<file path="src/hw/tsc_pkg.sv">
// Constants and types of the touch ADC sequence control
package tsc_pkg;
  localparam int SYS_CLK_NS = 20;
  localparam int CONV_CLK_NS = 500;
  localparam int CONV_DIV = (CONV_CLK_NS + SYS_CLK_NS - 1) / SYS_CLK_NS;
  localparam int DIV_W = 5;
  localparam int CNT_W = 15;
  localparam logic [1:0] SEL_SETUP = 2'h0;
  localparam logic [1:0] SEL_SLAVE = 2'h1;
  localparam logic [1:0] SEL_MASTER = 2'h2;
  localparam logic [1:0] SEL_MODE = 2'h3;
  localparam int TMR_LSB = 0;
  localparam int POL_BIT = 3;
  localparam int FCD_LSB = 4;
  localparam int PM_LSB = 6;
  localparam int ACQ_LSB = 8;
  localparam int AVG_LSB = 10;
  localparam int MODE_LSB = 0;
  localparam int MODE_CH_LSB = 2;
  localparam logic [11:0] SETUP_RST = 12'h000;
  localparam logic [11:0] MASK_RST = 12'h000;
  localparam logic [11:0] MODE_RST = 12'h000;
  localparam logic [11:0] FIRST_CHAN_BIT = 12'h800;
  localparam logic [1:0] MODE_NONE = 2'h0;
  localparam logic [1:0] MODE_SINGLE = 2'h1;
  localparam logic [1:0] MODE_SLAVE = 2'h2;
  localparam logic [1:0] MODE_MASTER = 2'h3;
  localparam logic [1:0] PM_DOWN = 2'h0;
  localparam logic [1:0] PM_AUTO = 2'h1;
  localparam logic [1:0] PM_FULL = 2'h2;
  localparam logic [1:0] PM_REF_ON = 2'h3;
  localparam int FCD_CLKS_0 = 1;
  localparam int FCD_CLKS_1 = 256;
  localparam int FCD_CLKS_2 = 2048;
  localparam int FCD_CLKS_3 = 16384;
  localparam int TMR_CLKS_1 = 1024;
  localparam int TMR_CLKS_2 = 2048;
  localparam int TMR_CLKS_3 = 16384;
  localparam int ACQ_CLKS_0 = 4;
  localparam int ACQ_CLKS_1 = 8;
  localparam int ACQ_CLKS_2 = 16;
  localparam int ACQ_CLKS_3 = 32;
  localparam logic [3:0] LAST_CHAN = 4'ha;
  localparam logic [3:0] XY_LAST_CHAN = 4'h1;
  localparam logic [3:0] MASK_TOP = 4'hb;
  typedef enum logic [3:0] {
    ST_IDLE, ST_ARM, ST_REL, ST_PWR, ST_PICK,
    ST_ACQ, ST_CONV, ST_STORE, ST_POST, ST_TIMER
  } tsc_state_t;
endpackage

</file>
<file path="src/hw/tsc_down_counter.sv">
// Loadable down counter that steps on a tick
`timescale 1ns/1ps
module tsc_down_counter #(
  parameter int W = 8
) (
  input wire logic sys_clk,
  input wire logic nrst,
  input wire logic load,
  input wire logic [W-1:0] load_val,
  input wire logic tick,
  output logic count_zero
);
  logic [W-1:0] count;

  always_ff @(posedge sys_clk) begin
    if (!nrst) begin
      count <= '0;
    end else if (load) begin
      count <= load_val;
    end else if (tick && count != '0) begin
      count <= count - W'(1);
    end
  end

  assign count_zero = (count == '0);
endmodule

</file>
<file path="src/hw/tsc_seq_ctrl.sv">
// Conversion sequencing, power, data-available and touch interrupt
`timescale 1ns/1ps
module tsc_seq_ctrl import tsc_pkg::*; #(
  parameter int FCD1_CLKS = FCD_CLKS_1,
  parameter int FCD2_CLKS = FCD_CLKS_2,
  parameter int FCD3_CLKS = FCD_CLKS_3,
  parameter int TMR1_CLKS = TMR_CLKS_1,
  parameter int TMR2_CLKS = TMR_CLKS_2,
  parameter int TMR3_CLKS = TMR_CLKS_3
) (
  input wire logic sys_clk,
  input wire logic nrst,
  input wire logic reg_wr,
  input wire logic [1:0] reg_sel,
  input wire logic [11:0] reg_wdata,
  input wire logic [1:0] rd_sel,
  output logic [11:0] rd_data,
  input wire logic result_read,
  input wire logic acquisition_inhibit_input,
  input wire logic touch_detect,
  input wire logic conv_done,
  input wire logic [11:0] conv_data,
  output logic conv_start,
  output logic [3:0] conv_channel,
  output logic sample_enable,
  output logic result_wr,
  output logic [3:0] result_chan,
  output logic [11:0] result_data,
  output logic adc_power_on,
  output logic ref_power_on,
  output logic data_available_n,
  output logic touch_interrupt_n
);
  logic [1:0] inh_sync;
  logic [1:0] touch_sync;
  logic inh_s;
  logic touch_s;
  logic [11:0] setup;
  logic [11:0] slave_mask;
  logic [11:0] master_mask;
  logic [11:0] mode_reg;
  logic [1:0] tmr_f;
  logic inhibit_polarity_bit;
  logic [1:0] first_conversion_delay;
  logic [1:0] power_policy_field;
  logic [1:0] sampling_time_field;
  logic [1:0] averaging_count_field;
  logic [1:0] mode_f;
  logic inhibit_active;
  tsc_state_t state;
  tsc_state_t next_state;
  logic conv_tick;
  logic cnt_zero;
  logic cnt_load;
  logic [CNT_W-1:0] cnt_val;
  logic seq_start;
  logic seq_end;
  logic mode_clear;
  logic busy;
  logic [3:0] chan;
  logic [3:0] rep;
  logic [15:0] acc;
  logic [11:0] seq_mask;
  logic xy_settled;
  logic [3:0] rep_last;
  logic chan_sel;

  function automatic logic [CNT_W-1:0] fcd_clks(input logic [1:0] code);
    unique case (code)
      2'h0: fcd_clks = CNT_W'(FCD_CLKS_0);
      2'h1: fcd_clks = CNT_W'(FCD1_CLKS);
      2'h2: fcd_clks = CNT_W'(FCD2_CLKS);
      2'h3: fcd_clks = CNT_W'(FCD3_CLKS);
    endcase
  endfunction

  function automatic logic [CNT_W-1:0] acq_clks(input logic [1:0] code);
    unique case (code)
      2'h0: acq_clks = CNT_W'(ACQ_CLKS_0);
      2'h1: acq_clks = CNT_W'(ACQ_CLKS_1);
      2'h2: acq_clks = CNT_W'(ACQ_CLKS_2);
      2'h3: acq_clks = CNT_W'(ACQ_CLKS_3);
    endcase
  endfunction

  function automatic logic [CNT_W-1:0] tmr_clks(input logic [1:0] code);
    unique case (code)
      2'h0: tmr_clks = '0;
      2'h1: tmr_clks = CNT_W'(TMR1_CLKS);
      2'h2: tmr_clks = CNT_W'(TMR2_CLKS);
      2'h3: tmr_clks = CNT_W'(TMR3_CLKS);
    endcase
  endfunction

  always_ff @(posedge sys_clk) begin
    if (!nrst) begin
      inh_sync <= 2'h0;
      touch_sync <= 2'h0;
    end else begin
      inh_sync <= {inh_sync[0], acquisition_inhibit_input};
      touch_sync <= {touch_sync[0], touch_detect};
    end
  end
  assign inh_s = inh_sync[1];
  assign touch_s = touch_sync[1];

  assign tmr_f = setup[TMR_LSB +: 2];
  assign inhibit_polarity_bit = setup[POL_BIT];
  assign first_conversion_delay = setup[FCD_LSB +: 2];
  assign power_policy_field = setup[PM_LSB +: 2];
  assign sampling_time_field = setup[ACQ_LSB +: 2];
  assign averaging_count_field = setup[AVG_LSB +: 2];
  assign mode_f = mode_reg[MODE_LSB +: 2];
  assign inhibit_active = inhibit_polarity_bit ? inh_s : !inh_s;

  // One conversion clock tick every 500 ns drives every count
  tsc_down_counter #(.W(DIV_W)) u_prescale (
    .sys_clk(sys_clk),
    .nrst(nrst),
    .load(conv_tick),
    .load_val(DIV_W'(CONV_DIV - 1)),
    .tick(1'b1),
    .count_zero(conv_tick)
  );

  // Sampling only advances while inhibit is inactive; delays never pause
  tsc_down_counter #(.W(CNT_W)) u_delay (
    .sys_clk(sys_clk),
    .nrst(nrst),
    .load(cnt_load),
    .load_val(cnt_val),
    .tick(conv_tick && !(state == ST_ACQ && inhibit_active)),
    .count_zero(cnt_zero)
  );

  always_ff @(posedge sys_clk) begin
    if (!nrst) begin
      setup <= SETUP_RST;
      slave_mask <= MASK_RST;
      master_mask <= MASK_RST;
    end else if (reg_wr) begin
      unique case (reg_sel)
        SEL_SETUP: setup <= reg_wdata;
        SEL_SLAVE: slave_mask <= reg_wdata;
        SEL_MASTER: master_mask <= reg_wdata;
        SEL_MODE: ;
      endcase
    end
  end

  // A host write in the same cycle beats the automatic clear
  always_ff @(posedge sys_clk) begin
    if (!nrst) begin
      mode_reg <= MODE_RST;
    end else if (reg_wr && reg_sel == SEL_MODE) begin
      mode_reg <= reg_wdata;
    end else if (mode_clear) begin
      mode_reg[MODE_LSB +: 2] <= MODE_NONE;
    end
  end

  assign rep_last = averaging_count_field == 2'h0 ? 4'h0 :
                    averaging_count_field == 2'h1 ? 4'h3 :
                    averaging_count_field == 2'h2 ? 4'h7 : 4'hf;
  assign chan_sel = seq_mask[MASK_TOP - chan];
  assign seq_end = state == ST_POST && cnt_zero;

  always_comb begin
    next_state = state;
    cnt_load = 1'b0;
    cnt_val = fcd_clks(first_conversion_delay);
    mode_clear = 1'b0;
    unique case (state)
      ST_IDLE: begin
        if (power_policy_field != PM_DOWN) begin
          if (mode_f == MODE_SINGLE || mode_f == MODE_SLAVE) begin
            next_state = ST_PWR;
            cnt_load = 1'b1;
          end else if (mode_f == MODE_MASTER) begin
            next_state = ST_ARM;
          end
        end
      end
      ST_ARM: begin
        if (mode_f != MODE_MASTER || power_policy_field == PM_DOWN) begin
          next_state = ST_IDLE;
        end else if (touch_s) begin
          next_state = ST_PWR;
          cnt_load = 1'b1;
        end
      end
      ST_REL: begin
        if (mode_f != MODE_MASTER) begin
          next_state = ST_IDLE;
        end else if (!touch_s) begin
          next_state = ST_ARM;
        end
      end
      ST_PWR: begin
        if (cnt_zero) begin
          next_state = ST_PICK;
        end
      end
      ST_PICK: begin
        if (chan > LAST_CHAN) begin
          next_state = ST_POST;
          cnt_load = 1'b1;
        end else if (chan_sel && chan <= XY_LAST_CHAN && !xy_settled) begin
          next_state = ST_PWR;
          cnt_load = 1'b1;
        end else if (chan_sel) begin
          next_state = ST_ACQ;
          cnt_load = 1'b1;
          cnt_val = acq_clks(sampling_time_field);
        end
      end
      ST_ACQ: begin
        if (cnt_zero) begin
          next_state = ST_CONV;
        end
      end
      ST_CONV: begin
        if (conv_done && rep == rep_last) begin
          next_state = ST_STORE;
        end else if (conv_done) begin
          next_state = ST_ACQ;
          cnt_load = 1'b1;
          cnt_val = acq_clks(sampling_time_field);
        end
      end
      ST_STORE: begin
        next_state = ST_PICK;
      end
      ST_POST: begin
        if (cnt_zero) begin
          cnt_val = tmr_clks(tmr_f);
          if (mode_f == MODE_MASTER && !touch_s) begin
            next_state = ST_ARM;
          end else if (tmr_f != 2'h0) begin
            next_state = ST_TIMER;
            cnt_load = 1'b1;
          end else if (mode_f == MODE_MASTER) begin
            next_state = ST_REL;
          end else begin
            next_state = ST_IDLE;
            mode_clear = 1'b1;
          end
        end
      end
      ST_TIMER: begin
        if (mode_f == MODE_MASTER && !touch_s) begin
          next_state = ST_ARM;
        end else if (mode_f == MODE_NONE || power_policy_field == PM_DOWN) begin
          next_state = ST_IDLE;
        end else if (cnt_zero) begin
          next_state = ST_PWR;
          cnt_load = 1'b1;
        end
      end
    endcase
  end

  assign seq_start = next_state == ST_PWR &&
                     (state == ST_IDLE || state == ST_ARM || state == ST_TIMER);
  assign busy = !(state == ST_IDLE || state == ST_ARM ||
                  state == ST_REL || state == ST_TIMER);

  always_ff @(posedge sys_clk) begin
    if (!nrst) begin
      state <= ST_IDLE;
    end else begin
      state <= next_state;
    end
  end

  always_ff @(posedge sys_clk) begin
    if (!nrst) begin
      chan <= 4'h0;
      rep <= 4'h0;
      acc <= 16'h0000;
      seq_mask <= MASK_RST;
      xy_settled <= 1'b0;
    end else if (seq_start) begin
      chan <= 4'h0;
      rep <= 4'h0;
      acc <= 16'h0000;
      xy_settled <= 1'b0;
      unique case (mode_f)
        MODE_SINGLE: seq_mask <= FIRST_CHAN_BIT >> mode_reg[MODE_CH_LSB +: 4];
        MODE_SLAVE: seq_mask <= slave_mask;
        MODE_MASTER: seq_mask <= master_mask;
        MODE_NONE: seq_mask <= MASK_RST;
      endcase
    end else begin
      if (state == ST_PWR && cnt_zero) begin
        xy_settled <= 1'b1;
      end
      if (state == ST_PICK && chan <= LAST_CHAN && !chan_sel) begin
        chan <= chan + 4'h1;
      end
      if (state == ST_CONV && conv_done) begin
        acc <= acc + {4'h0, conv_data};
        rep <= rep + 4'h1;
      end
      if (state == ST_STORE) begin
        chan <= chan + 4'h1;
        rep <= 4'h0;
        acc <= 16'h0000;
        xy_settled <= 1'b0;
      end
    end
  end

  // Only the mean reaches the result port
  always_ff @(posedge sys_clk) begin
    if (!nrst) begin
      result_wr <= 1'b0;
      result_chan <= 4'h0;
      result_data <= 12'h000;
      conv_start <= 1'b0;
      conv_channel <= 4'h0;
      sample_enable <= 1'b0;
    end else begin
      result_wr <= state == ST_STORE;
      if (state == ST_STORE) begin
        result_chan <= chan;
        result_data <= 12'(acc >> (averaging_count_field == 2'h0 ? 0 :
                       32'(averaging_count_field) + 1));
      end
      conv_start <= next_state == ST_CONV && state != ST_CONV;
      conv_channel <= chan;
      sample_enable <= next_state == ST_ACQ && !inhibit_active;
    end
  end

  always_ff @(posedge sys_clk) begin
    if (!nrst) begin
      adc_power_on <= 1'b0;
      ref_power_on <= 1'b0;
    end else begin
      adc_power_on <= power_policy_field == PM_FULL ||
                      (power_policy_field != PM_DOWN && busy);
      ref_power_on <= power_policy_field == PM_FULL ||
                      power_policy_field == PM_REF_ON ||
                      (power_policy_field == PM_AUTO && busy);
    end
  end

  // Fresh results win over a read landing in the same cycle
  always_ff @(posedge sys_clk) begin
    if (!nrst) begin
      data_available_n <= 1'b1;
    end else if (seq_end) begin
      data_available_n <= 1'b0;
    end else if (result_read) begin
      data_available_n <= 1'b1;
    end else if (seq_start) begin
      data_available_n <= 1'b1;
    end
  end

  // Detection is frozen while converting, so a release waits for idle
  always_ff @(posedge sys_clk) begin
    if (!nrst) begin
      touch_interrupt_n <= 1'b1;
    end else if (!busy) begin
      touch_interrupt_n <= !touch_s;
    end
  end

  always_ff @(posedge sys_clk) begin
    if (!nrst) begin
      rd_data <= 12'h000;
    end else begin
      unique case (rd_sel)
        SEL_SETUP: rd_data <= setup;
        SEL_SLAVE: rd_data <= slave_mask;
        SEL_MASTER: rd_data <= master_mask;
        SEL_MODE: rd_data <= mode_reg;
      endcase
    end
  end
endmodule

</file>
<file path="config.mk">
export PLATFORM = sky130hd
export DESIGN_NAME = tsc_seq_ctrl
export DESIGN_NICKNAME = d
export VERILOG_FILES = /design/src/hw/tsc_pkg.sv /design/src/hw/tsc_down_counter.sv /design/src/hw/tsc_seq_ctrl.sv
export SDC_FILE = /design/constraint.sdc
export NUM_CORES = 1
export LEC_CHECK = 0
export BUFFER_PORTS_ARGS = -buffer_cell sky130_fd_sc_hd__buf_2
export CAP_MARGIN = 20
export CORE_MARGIN = 2
export CORE_UTILIZATION = 45
export DETAILED_ROUTE_END_ITERATION = 10
export GPL_ROUTABILITY_DRIVEN = 0
export MAX_ROUTING_LAYER = met4
export PLACE_DENSITY = 0.65
export SLEW_MARGIN = 25
export SYNTH_ARGS = -nofsm -noshare
export SYNTH_HDL_FRONTEND = slang
export SYNTH_HIERARCHICAL = 1
export SYNTH_SLANG_ARGS = --single-unit
</file>
<file path="constraint.sdc">
create_clock -name sys_clk -period 3.41 [get_ports sys_clk]
set_clock_uncertainty 0.15 [all_clocks]
set_input_delay 0.1705 -clock sys_clk [delete_from_list [all_inputs] [get_ports sys_clk]]
set_output_delay 0.1705 -clock sys_clk [all_outputs]
set_load 0.03 [all_outputs]
</file>
==> results, run 1 <==
- The clock passes through at most 2 buffers.
- Counting instances, the worst hold path has a depth of 4.
- The number of ports placed on the die boundary is 74.
- The synthesized netlist contains 82 unique library cells.
- The placement-stage cell area is 8940 um^2.
- Based on the critical path, the design can be clocked at up to 0.317 GHz.
- The initial core utilization is 46.2%.
- After detailed routing, the number of vias per cell comes to 5.56.
- The count of nets left with antenna violations after detail routing is 0.
- In the routed design, unresolved DRC markers number 0.
- The worst pin sits at a relative slew slack of 35.5%.
- The total number of vias is 7255.
- The diode insertion count for antenna repair is 0.
- In this run, synthesis inferred 0 flip-flops with an integrated enable.
- For this block, the initial DRC count from the detailed router was 659.
- The type of the tightest min-delay check is primary input to register.
- The endpoint identified for the worst register-to-register timing path is seq_mask[11]$_SDFFE_PN0P_.
- Setup repair after global routing left no endpoint under its margin.
- The die is 141 um tall.
- The die footprint is 19800 um^2.
- After clock tree synthesis, the clock-pin slew on the worst setup and hold paths is 0.06 ns.
- The die is 141 um wide.
- The floorplan has 49 rows.
- In the final layout, the share of cells above drive strength 1 is 16.2%.
- The register with the most flip-flops in the final layout is acc.
- Summing internal, switching and leakage power gives 5.35 mW.
- The setup slack of the worst register-to-register path is 0.26 ns.
- For this block, the routed nets add up to 21000 um of wire.
- TritonCTS built the clock tree.
- The cell count after synthesis is 981.
- The worst register-to-register path begins at u_delay/count[10]$_SDFFE_PN0P_.
- The total overflow reported by the global router is 0.
- The area growth from synthesis to layout is 16.0%.
- On the critical path the largest part of the delay comes from simple AND/OR/NAND/NOR gates.
- The maximum cell stage delay along the critical path is 0.60 ns.
- The buffering stage count on the worst path with inverters included is 1.
- The detail-routed net length per standard cell is 16.1 um.
- The final design instance area without fill is 9730 um^2.
- The clock latency reported for the late side of the worst-skew pair is 0.43 ns.
- The standby leakage power is 3.88 nW.
- The path with the worst hold slack has its endpoint at acc[1]$_SDFFE_PP0P_.
- The area of the placeable core is 18100 um^2.
- The layout has 1728 filler cells.
- The library cells used most frequently in the layout, excluding fill and tap cells, are dfxtp_1 (152), nand2_1 (113), nor2_1 (97), a21oi_1 (76), buf_2 (73).
- The register area share after synthesis is 36.3%.
- Setup violations remaining at the end of the flow were counted as 0.
- The tool flagged a number of max-cap violations equal to 0.
- The signal on the critical path passes through or4_4 -> nor3_4 -> and2_2 -> nand2_1 -> o31a_1 -> o311a_1 -> o2111a_2 -> or2_1 -> buf_4 -> a211oi_1.
- The count of final max-slew check failures was 0.
- The number of levels the H-tree was split into is 4.
- The run finished with clean final reports.
- The number of cells on the worst reg-to-reg path is 10.
- The register bit count reported by yosys is 152.
- The data arrival at the endpoint of the critical path is 3.35 ns.
- Global routing consumed, over all layers together, 22.0% of the routing resources.
- Summed over all failing endpoints, the final setup total negative slack is 0 ns.
- After the last flow step, the layout net total stands at 1129.
- The type of the worst setup path is register to register.
- The largest individual stage delay along the critical path comes from the cell or4_4.
- The pre-antenna-repair detailed-routing pass consisted of 7 iterations.
- Of the available clock period, the critical path in the final layout requires 92.5%.
- The flip-flop count of the largest register after layout is 16.
- In this run the clock root is driven by a clkbuf_16.
- The largest fanout of any net on the critical path is 13.
- The via count of the first global-routing pass is 6563.
- The total power density per cell area is 550 nW/um^2.
- The startpoint of the most critical hold path is conv_data[1].
- The first global-routing pass estimated 33800 um of wire.
- At the pin with the least slew margin, the transition time is 0.965 ns.
- Detailed placement finished with a half-perimeter wire length of 14600 um.
- The library cell used most frequently in the layout, excluding fill and tap cells, is dfxtp_1.
- A synthesized cell averages 8.55 um^2.
- The largest registers in the layout are acc x16, u_delay/count x15.
- Counting the buffers created by CTS gives 17.
- The number of synthesis warnings is 6.
- Entering global routing, the biggest net connects 50 pins.
- The hold violation total from the final report is 0.
- The critical path capture point type is a register.
- The minimum period implied by the final worst setup slack is 3.15 ns.
- The count of port buffers added during placement is 73.
- The top flip-flop cell by instance count after synthesis is dfxtp_1.
- The number of antenna violations at the first check in global routing was 0.
- The worst setup path is launched from a register.
- After synthesis the cells add up to 8390 um^2.
- IR analysis of the VDD net gives a maximum drop of 0.368 mV.
- The CTS sink count is 152.
- At the worst endpoint, the required time is 3.60 ns.
- The fraction of registers with async set/reset is 0%.
-- report_power, final --
group / switching (mW) / internal (mW)
registers: 0.138 / 1.91
clock network: 0.789 / 1.10
logic: 0.827 / 0.585
-- repair_timing --
item                                   CTS  global route
endpoints found under the hold margin   52             0
setup buffers                            0             1
setup endpoints to repair                0            11
resized for setup                        0             4
hold buffers                            16             0
-- logic make-up after synthesis --
| family | count (synthesis) | share of synthesized area, % |
|---|---|---|
| other cells | 2 | 0.0895 |
| compound gates | 233 | 18.1 |
| simple gates | 369 | 21.8 |
| flops | 152 | 36.3 |
| mux | 79 | 12.0 |
| fa+ha+maj | 30 | 4.56 |
| xor+xnor | 23 | 2.40 |
| buf+inv | 93 | 4.82 |
-- through the flow --
step	utilization (%)	instances	hold slack (ns)	worst slack, ns
after floorplan	-	995	0.148	0.151
after global placement	49.3	1255	0.232	0.279
after detailed placement	49.3	1255	0.229	0.183
after CTS	53.4	1303	0.0237	0.167
after global routing	53.6	1306	0.0692	0.0424
final	53.6	1306	0.0324	0.256
-- synth_stat cells, drive strengths merged, types with 11 or more instances --
| cell | instances | area, um^2 |
|---|---|---|
| dfxtp | 152 | 3040 |
| nor2b | 14 | 87.6 |
| inv | 36 | 135 |
| nand3 | 26 | 130 |
| nand2 | 113 | 424 |
| a21oi | 77 | 389 |
| nand2b | 12 | 75.1 |
| clkbuf | 39 | 146 |
| a211oi | 21 | 158 |
| nor3 | 22 | 126 |
| o21ai | 49 | 245 |
| ha | 29 | 363 |
| nor4 | 11 | 68.8 |
| nor2 | 98 | 368 |
| and2 | 24 | 151 |
| a22oi | 15 | 113 |
| buf | 17 | 118 |
| xnor2 | 15 | 131 |
| mux2i | 59 | 591 |
| mux4 | 17 | 383 |
-- per-layer routing --
metal | wire length (um) | up-vias | track usage (%)
li1 | - | 3663 | -
met1 | 10500 | 3370 | 31.7
met2 | 9050 | 192 | 31.2
met3 | 972 | 30 | 4.10
met4 | 413 | 0 | 7.16
met5 | 0 | - | -
-- worst max-delay path by stage --
stage | depth (start not counted) | start | endpoint
global route | 11 | u_delay/count[10]$_SDFFE_PN0P_ | u_delay/count[10]$_SDFFE_PN0P_
floorplan | 13 | u_delay/count[10]$_SDFFE_PN0P_ | u_delay/count[13]$_SDFFE_PN0P_
global placement | 10 | u_delay/count[10]$_SDFFE_PN0P_ | u_delay/count[11]$_SDFFE_PN0P_
finish | 10 | u_delay/count[10]$_SDFFE_PN0P_ | seq_mask[11]$_SDFFE_PN0P_
detailed placement | 10 | u_delay/count[10]$_SDFFE_PN0P_ | u_delay/count[5]$_SDFFE_PN0P_
CTS | 10 | u_delay/count[10]$_SDFFE_PN0P_ | u_delay/count[5]$_SDFFE_PN0P_
-- worst register-to-register path: stages (launching register included) --
cell	delay [ns]
dfxtp_1	0.36
or4_4	0.60
nor3_4	0.28
and2_2	0.33
nand2_1	0.12
o31a_1	0.28
o311a_1	0.13
o2111a_2	0.16
or2_1	0.23
buf_4	0.20
a211oi_1	0.23
-- layout make-up --
type                            count  area, um^2  share of cell area, %
Inverter                           37         144                   1.48
Tap cell                          229         287                   2.94
Clock inverter                     13         144                   1.48
Clock buffer                       19         443                   4.55
Multi-Input combinational cell    750        5010                   51.5
Sequential cell                   152        3040                   31.3
Timing Repair Buffer              104         651                   6.68
Timing Repair inverter              2        15.0                  0.154
Note: power is estimated with default switching activity, not from simulation.
==> run 2: changes to the inputs <==
--- a/config.mk
+++ b/config.mk
@@ -5,6 +5,7 @@
 export SDC_FILE = /design/constraint.sdc
 export NUM_CORES = 1
 export LEC_CHECK = 0
+export ABC_CLOCK_PERIOD_IN_PS = 3410
 export BUFFER_PORTS_ARGS = -buffer_cell sky130_fd_sc_hd__buf_2
 export CAP_MARGIN = 20
 export CORE_MARGIN = 2
@@ -13,6 +14,7 @@
 export GPL_ROUTABILITY_DRIVEN = 0
 export MAX_ROUTING_LAYER = met4
 export PLACE_DENSITY = 0.65
+export RECOVER_POWER = 50
 export SLEW_MARGIN = 25
 export SYNTH_ARGS = -nofsm -noshare
 export SYNTH_HDL_FRONTEND = slang
==> run 2 against run 1 <==
Setup slack got worse by 0.0034 ns. Cell count unchanged. Power decreased by 0.21%. Sequential share of layout area increased by 0.17 points. Fmax decreased by 0.11%. Clock power about the same. Global-route usage unchanged. Die area unchanged. First-iteration DRC count decreased by 2.7%. Register-to-register slack about the same. Critical endpoint unchanged. Highest routed layer unchanged.
==> results, run 2 (same netlist as run 1, synthesis figures left out) <==
- The endpoint of the worst register-to-register path is seq_mask[11]$_SDFFE_PN0P_.
- The overall die height is 141 um (unchanged).
- The fmax came to 0.317 GHz (-0.11%).
- The number of cells on the worst hold path is 4 (unchanged).
- The worst setup path is launched from a register.
- The number of cells traversed by the worst register-to-register path is 10 (unchanged).
- The standby leakage power came to 3.71 nW (-4.4%).
- The detail-routed net length per standard cell came to 16.0 um (about the same).
- The register cell area after layout is 3040 um^2 (unchanged).
- The footprint of the multi-input gates was 5010 um^2 (unchanged).
- The startpoint of the most critical hold path is conv_data[1].
- The largest fanout of any net on the critical path came to 13 (unchanged).
- The worst-case clock buffer depth is 2 (unchanged).
- The worst slew margin relative to its limit was 29.3% (-6.2 points).
- The overall routing resource usage is 22.0% (unchanged).
- The type of the tightest min-delay check is primary input to register.
- The diode insertion count for antenna repair came to 0 (unchanged).
- The number of ports placed on the die boundary is 74 (unchanged).
- The total power density per cell area came to 551 nW/um^2 (+0.33%).
- Leaving out fill and tap cells, the most frequent cell in the layout is dfxtp_1.
- The critical path capture point type is a register.
- The initial core utilization was 46.2% (unchanged).
- The largest net degree at the start of global routing is 50 (unchanged).
- The row count is 49 (unchanged).
- Clock tree synthesis selected as its root buffer the cell clkbuf_16.
- The count of nets left with antenna violations after detail routing is 0 (unchanged).
- The flow ran to the end, and the final reports show no timing, DRC or antenna violations.
- The count of final max-slew check failures is 0 (unchanged).
- The worst hold-check slack is 0.0360 ns (+0.00357 ns).
- The final sum of negative setup slack came to 0 ns (unchanged).
- The share of cells above drive strength 1 was 12.4% (-3.8 points).
- The data arrival at the endpoint of the critical path is 3.34 ns (about the same).
- The largest voltage drop on the vdd net is 0.365 mV (-0.71%).
- The total number of vias is 7291 (+0.50%).
- acc holds more flip-flops than any other register.
- The part of the cycle the worst path needs came to 92.6% (+0.10 points).
- Leaving out fill and tap cells, the most frequent cells in the layout are dfxtp_1 (152), nand2_1 (113), nor2_1 (97), a21oi_1 (76), mux2i_1 (59).
- The number of buffers created by CTS was 17 (unchanged).
- The reg-to-reg startpoint is u_delay/count[10]$_SDFFE_PN0P_.
- The number of filler instances in the final layout is 1748 (+1.2%).
- The die footprint is 19800 um^2 (unchanged).
- Setup repair after global routing left no endpoint under its margin.
- The hold violation total from the final report was 0 (unchanged).
- The minimum period implied by the final worst setup slack came to 3.16 ns (+0.00343 ns).
- The total of max-cap violations is 0 (unchanged).
- The remaining design rule violation count came to 0 (unchanged).
- The CTS sink count is 152 (unchanged).
- The number of nets in the final layout is 1129 (unchanged).
- The final total power is 5.34 mW (-0.21%).
- The flip-flop count of the largest register after layout is 16 (unchanged).
- The area growth from synthesis to layout is 15.4%.
- The violation count after the first detailed-routing iteration came to 641 (-2.7%).
- The average vias per placed instance was 5.58 (+0.50%).
- In the final layout, the registers with the most flip-flops are acc x16, u_delay/count x15.
- The clock latency reported for the late side of the worst-skew pair is 0.43 ns (about the same).
- The area of the placeable core is 18100 um^2 (unchanged).
- The worst-case hold path end point is acc[1]$_SDFFE_PP0P_.
- The setup violation total in the final timing report was 0 (unchanged).
- The post-CTS clock slew at the launch and capture registers of the worst setup and hold paths came to 0.06 ns (about the same).
- The number of antenna violations at the first check in global routing came to 0 (unchanged).
- The via count of the first global-routing pass is 6563 (unchanged).
- The final wirelength is 20900 um (about the same).
- The number of levels the H-tree was split into is 4 (unchanged).
- The required time at the endpoint of the critical path is 3.59 ns (about the same).
- The wire length of the first global-routing pass was 33800 um (unchanged).
- The total overflow reported by the global router is 0 (unchanged).
- The horizontal die dimension is 141 um (unchanged).
- The TritonCTS clock tree is done.
- The HPWL reported at the end of detailed placement is 14600 um (unchanged).
- By startpoint and endpoint, the worst setup path is classified as register to register.
- The actual slew at the worst max-slew pin is 1.06 ns (+0.0957 ns).
- The count of port buffers added during placement was 73 (unchanged).
- The count of TritonRoute iterations in the first routing pass came to 6 (-1).
- The setup slack of the worst register-to-register path is 0.25 ns (about the same).
## run 2: cell types whose count changed in the layout (fill, tap and decap cells not counted), sizes merged
cell | previous run | this run
buf | 88 | 47
clkbuf | 19 | 60
## run 2: layout make-up
| class | instances | share of cell area (%) |
|---|---|---|
| clock buffer | 19 | 4.57 |
| clock inverter | 13 | 1.49 |
| inverter | 37 | 1.49 |
| multi-input combinational | 750 | 51.7 |
| sequential | 152 | 31.4 |
| tap | 229 | 2.96 |
| timing repair buffer | 104 | 6.18 |
| timing repair inverter | 2 | 0.155 |
## run 2: stage by stage
stage	area (um^2)	utilization, %	setup slack [ns]	std cells
floorplan	8440	-	0.151	995
global placement	8940	49.3	0.279	1255
detailed placement	8940	49.3	0.183	1255
CTS	9690	53.4	0.167	1303
global route	9680	53.4	0.0424	1306
finish	9680	53.4	0.252	1306
## run 2: what timing repair did
action	4_1_cts	5_1_grt
buffers inserted	0	1
gates resized for setup	0	4
endpoints found under the hold margin	52	0
setup endpoints to repair	0	11
hold buffers	16	0
## run 2: routing by layer
layer	up-vias	share of wire, %	global-route usage [%]
met5	-	0	-
li1	3664	-	-
met3	32	4.8	4.10
met2	206	43	31.2
met4	0	2.1	7.16
met1	3389	50	31.7
## run 2: report_power, final
group	internal, mW	leakage, nW	total [mW]	switching (mW)
combinational	0.584	2.20	1.41	0.826
sequential	1.91	1.23	2.04	0.138
clock	1.10	0.277	1.88	0.781
## run 2: worst max-delay path by stage
stage / slack [ns] / cells past startpoint / endpoint / start
3_3_place_gp: 0.28 / 10 / u_delay/count[11]$_SDFFE_PN0P_ / u_delay/count[10]$_SDFFE_PN0P_
5_1_grt: 0.04 / 11 / u_delay/count[10]$_SDFFE_PN0P_ / u_delay/count[10]$_SDFFE_PN0P_
2_1_floorplan: 0.15 / 13 / u_delay/count[13]$_SDFFE_PN0P_ / u_delay/count[10]$_SDFFE_PN0P_
4_1_cts: 0.17 / 10 / u_delay/count[5]$_SDFFE_PN0P_ / u_delay/count[10]$_SDFFE_PN0P_
6_report: 0.25 / 10 / seq_mask[11]$_SDFFE_PN0P_ / u_delay/count[10]$_SDFFE_PN0P_
3_5_place_dp: 0.18 / 10 / u_delay/count[5]$_SDFFE_PN0P_ / u_delay/count[10]$_SDFFE_PN0P_
## run 2: critical path, stage by stage (launching register included)
cell,delay (ns)
dfxtp_1,0.36
or4_4,0.60
nor3_4,0.28
and2_2,0.33
nand2_1,0.11
o31a_1,0.28
o311a_1,0.12
o2111a_2,0.16
or2_1,0.23
buf_4,0.20
a211oi_1,0.23
==> run 3: changes to the inputs <==
--- a/config.mk
+++ b/config.mk
@@ -9,11 +9,11 @@
 export BUFFER_PORTS_ARGS = -buffer_cell sky130_fd_sc_hd__buf_2
 export CAP_MARGIN = 20
 export CORE_MARGIN = 2
-export CORE_UTILIZATION = 45
+export CORE_UTILIZATION = 54
 export DETAILED_ROUTE_END_ITERATION = 10
 export GPL_ROUTABILITY_DRIVEN = 0
 export MAX_ROUTING_LAYER = met4
-export PLACE_DENSITY = 0.65
+export PLACE_DENSITY = 0.76
 export RECOVER_POWER = 50
 export SLEW_MARGIN = 25
 export SYNTH_ARGS = -nofsm -noshare
==> run 3 against run 2 <==
First-iteration DRC count decreased by 14%. Die area fell by 16%. Power down 1.9%. Critical endpoint unchanged.
==> results, run 3 (same netlist as run 1, synthesis figures left out) <==
- The worst slack at placement came to 0.281 ns (+0.0977 ns).
- The count of TritonRoute iterations in the first routing pass is 5 (-1).
- The number of buffers created by CTS is 17 (unchanged).
- The number of antenna violations at the first check in global routing is 0 (unchanged).
- The row count is 45 (-8.2%).
- The count of final max-slew check failures is 0 (unchanged).
- The area of the placeable core is 15200 um^2 (-16%).
- The clock share of power is 33.2% (-2.1 points).
- The largest voltage drop on the vdd net is 0.394 mV (+7.7%).
- The worst setup slack after layout was 0.223 ns (-0.0298 ns).
- The setup violation total in the final timing report is 0 (unchanged).
- acc holds more flip-flops than any other register.
- The minimum period implied by the final worst setup slack is 3.19 ns (+0.0298 ns).
- The signal on the critical path passes through inv_1 -> ha_1 -> nor2b_1 -> and2_1 -> and2_2 -> nand2_1 -> o31a_1 -> o311a_1 -> o2111a_2 -> or2_1 -> a211oi_1.
- The average vias per placed instance was 5.82 (+4.3%).
- The total power density per cell area is 549 nW/um^2 (-0.35%).
- The worst hold-check slack is 0.0166 ns (-0.0194 ns).
- The run finished with clean final reports.
- The total overflow reported by the global router is 0 (unchanged).
- The wire length of the first global-routing pass came to 34000 um (+0.41%).
- The library cells used most frequently in the layout, excluding fill and tap cells, are dfxtp_1 (152), nand2_1 (113), nor2_1 (97), a21oi_1 (76), mux2i_1 (59).
- The horizontal die dimension is 129 um (-8.5%).
- The internal power consumption is 3.52 mW (-1.9%).
- The worst setup path is of the register to register kind.
- In this run the critical register-to-register path is captured at seq_mask[11]$_SDFFE_PN0P_.
- The worst hold path begins at conv_data[0].
- The detail-routed net length per standard cell is 16.3 um (+1.4%).
- The count of port buffers added during placement came to 73 (unchanged).
- The overall die height is 129 um (-8.5%).
- The fraction of power spent switching nets came to 32.7% (about the same).
- Setup repair after global routing left no endpoint under its margin.
- The total number of vias is 7331 (+0.55%).
- The worst slew margin relative to its limit is 27.5% (-1.8 points).
- The CTS sink count was 152 (unchanged).
- The fraction of the core area covered by cells at the end of the flow came to 62.7% (+9.3 points).
- The largest fanout of any net on the critical path is 13 (unchanged).
- The count of nets left with antenna violations after detail routing is 0 (unchanged).
- The hold violation total from the final report came to 0 (unchanged).
- The switching power of the nets is 1.71 mW (-1.9%).
- The startpoint of the most critical setup path is u_delay/count[0]$_SDFFE_PN0P_.
- The final design instance area without fill is 9530 um^2 (-1.6%).
- The number of ports placed on the die boundary came to 74 (unchanged).
- The violation count after the first detailed-routing iteration is 550 (-14%).
- In the final layout, the registers with the most flip-flops are acc x16, u_delay/count x15.
- The HPWL reported at the end of detailed placement came to 14200 um (-3.1%).
- The share of cells above drive strength 1 came to 11.8% (-0.68 points).
- STA classifies the critical path startpoint as a register.
- The capture point of the worst path is seq_mask[11]$_SDFFE_PN0P_.
- CTS placed an instance of clkbuf_16 at the clock tree root.
- The number of nets in the final layout is 1123 (-0.53%).
- The diode insertion count for antenna repair is 0 (unchanged).
- STA classifies the critical path endpoint as a register.
- The standby leakage power was 3.67 nW (-1.1%).
- The combinational fraction of design power is 27.7% (+1.3 points).
- The flip-flop count of the largest register after layout is 16 (unchanged).
- The setup slack of the worst register-to-register path was 0.22 ns (-0.03 ns).
- The post-CTS clock slew at the launch and capture registers of the worst setup and hold paths was 0.06 ns (about the same).
- The overall routing resource usage was 26.3% (+4.3 points).
- The fmax was 0.314 GHz (-0.94%).
- The clock latency reported for the late side of the worst-skew pair came to 0.42 ns (about the same).
- The via count of the first global-routing pass is 6754 (+2.9%).
- The final sum of negative setup slack is 0 ns (unchanged).
- The largest net degree at the start of global routing is 71 (+42%).
- The final wirelength is 20500 um (-2.2%).
- The part of the cycle the worst path needs came to 93.5% (+0.87 points).
- The maximum cell stage delay along the critical path is 0.49 ns (-0.11 ns).
- The reg-to-reg startpoint is u_delay/count[0]$_SDFFE_PN0P_.
- The die footprint is 16500 um^2 (-16%).
- The worst-case clock buffer depth is 2 (unchanged).
- The number of levels the H-tree was split into is 4 (unchanged).
- The placement-stage cell area is 8880 um^2 (-0.74%).
- From synthesis to final layout, the design area changed by 13.6%.
- The initial core utilization is 55.2% (+9.0 points).
- The data arrival at the endpoint of the critical path is 3.37 ns (+0.03 ns).
- The required time at the endpoint of the critical path is 3.60 ns (about the same).
- The library cell used most frequently in the layout, excluding fill and tap cells, is dfxtp_1.
- The number of buffers inserted to repair setup after CTS was 0 (unchanged).
- The sequential power share is 39.2% (+0.9 points).
- The number of cells traversed by the worst register-to-register path is 11 (+1).
- The slowest stage of the critical path is the or2_1 cell.
- The remaining design rule violation count is 0 (unchanged).
- The tightest min-delay check is of the primary input to register type.
- The total of max-cap violations is 0 (unchanged).
- TritonCTS built the clock tree.
- The actual slew at the worst max-slew pin was 1.09 ns (+0.0266 ns).
-- run 3: cell count changes in the layout (fill, tap and decap cells not counted), sizes merged --
cell         previous run  this run
buf                    47        41
clkbuf                 60        65
clkinv                  4         9
clkinvlp                7         3
inv                    39        36
bufinv                  2         0
dlygate4sd3            16        15
-- run 3: worst min path at each step --
stage / end / slack [ns] / depth (start not counted)
floorplan: inh_sync[0]$_SDFF_PN0_ / 0.15 / 1
global placement: inh_sync[0]$_SDFF_PN0_ / 0.23 / 2
detailed placement: inh_sync[0]$_SDFF_PN0_ / 0.23 / 2
CTS: acc[0]$_SDFFE_PP0P_ / 0.002 / 4
global route: acc[0]$_SDFFE_PP0P_ / 0.04 / 4
finish: acc[0]$_SDFFE_PP0P_ / 0.02 / 4
-- run 3: layout make-up --
type | count | area (um^2)
Fill cell | 1346 | 5670
Multi-Input combinational cell | 750 | 5010
Sequential cell | 152 | 3040
Timing Repair Buffer | 100 | 546
Clock buffer | 21 | 480
Tap cell | 188 | 235
Inverter | 37 | 140
Clock inverter | 11 | 73.8
-- run 3: power groups by stage --
stage | Sequential, mW | Combinational (mW) | Clock (mW)
finish | 2.05 | 1.45 | 1.74
detailed placement | 2.08 | 1.40 | 0
CTS | 2.04 | 1.43 | 1.77
global placement | 2.07 | 1.38 | 0
floorplan | 2.04 | 1.15 | 0
global route | 2.07 | 1.60 | 1.86
-- run 3: per-stage QoR --
step                instances  total power, mW
floorplan                 995             3.19
global placement         1212             3.45
detailed placement       1212             3.48
CTS                      1259             5.24
global route             1259             5.53
finish                   1259             5.24
-- run 3: repair_timing --
action,in CTS,in global routing
gates resized for setup,0,2
endpoints found under the hold margin,51,0
setup endpoints to repair,0,11
hold buffers,15,0
-- run 3: routing by layer --
metal | part of all wire [%] | global-route usage, %
met5 | 0 | -
met4 | 2.1 | 8.25
met3 | 5.9 | 5.82
met2 | 45 | 39.3
met1 | 47 | 35.7
-- run 3: worst max-delay path, delay by kind of cell (launching register included) --
family          cells  cell delay [ns]
compound gates      4             0.83
fa+ha+maj           1             0.19
buf+inv             1             0.09
flops               1             0.31
simple gates        5             1.52
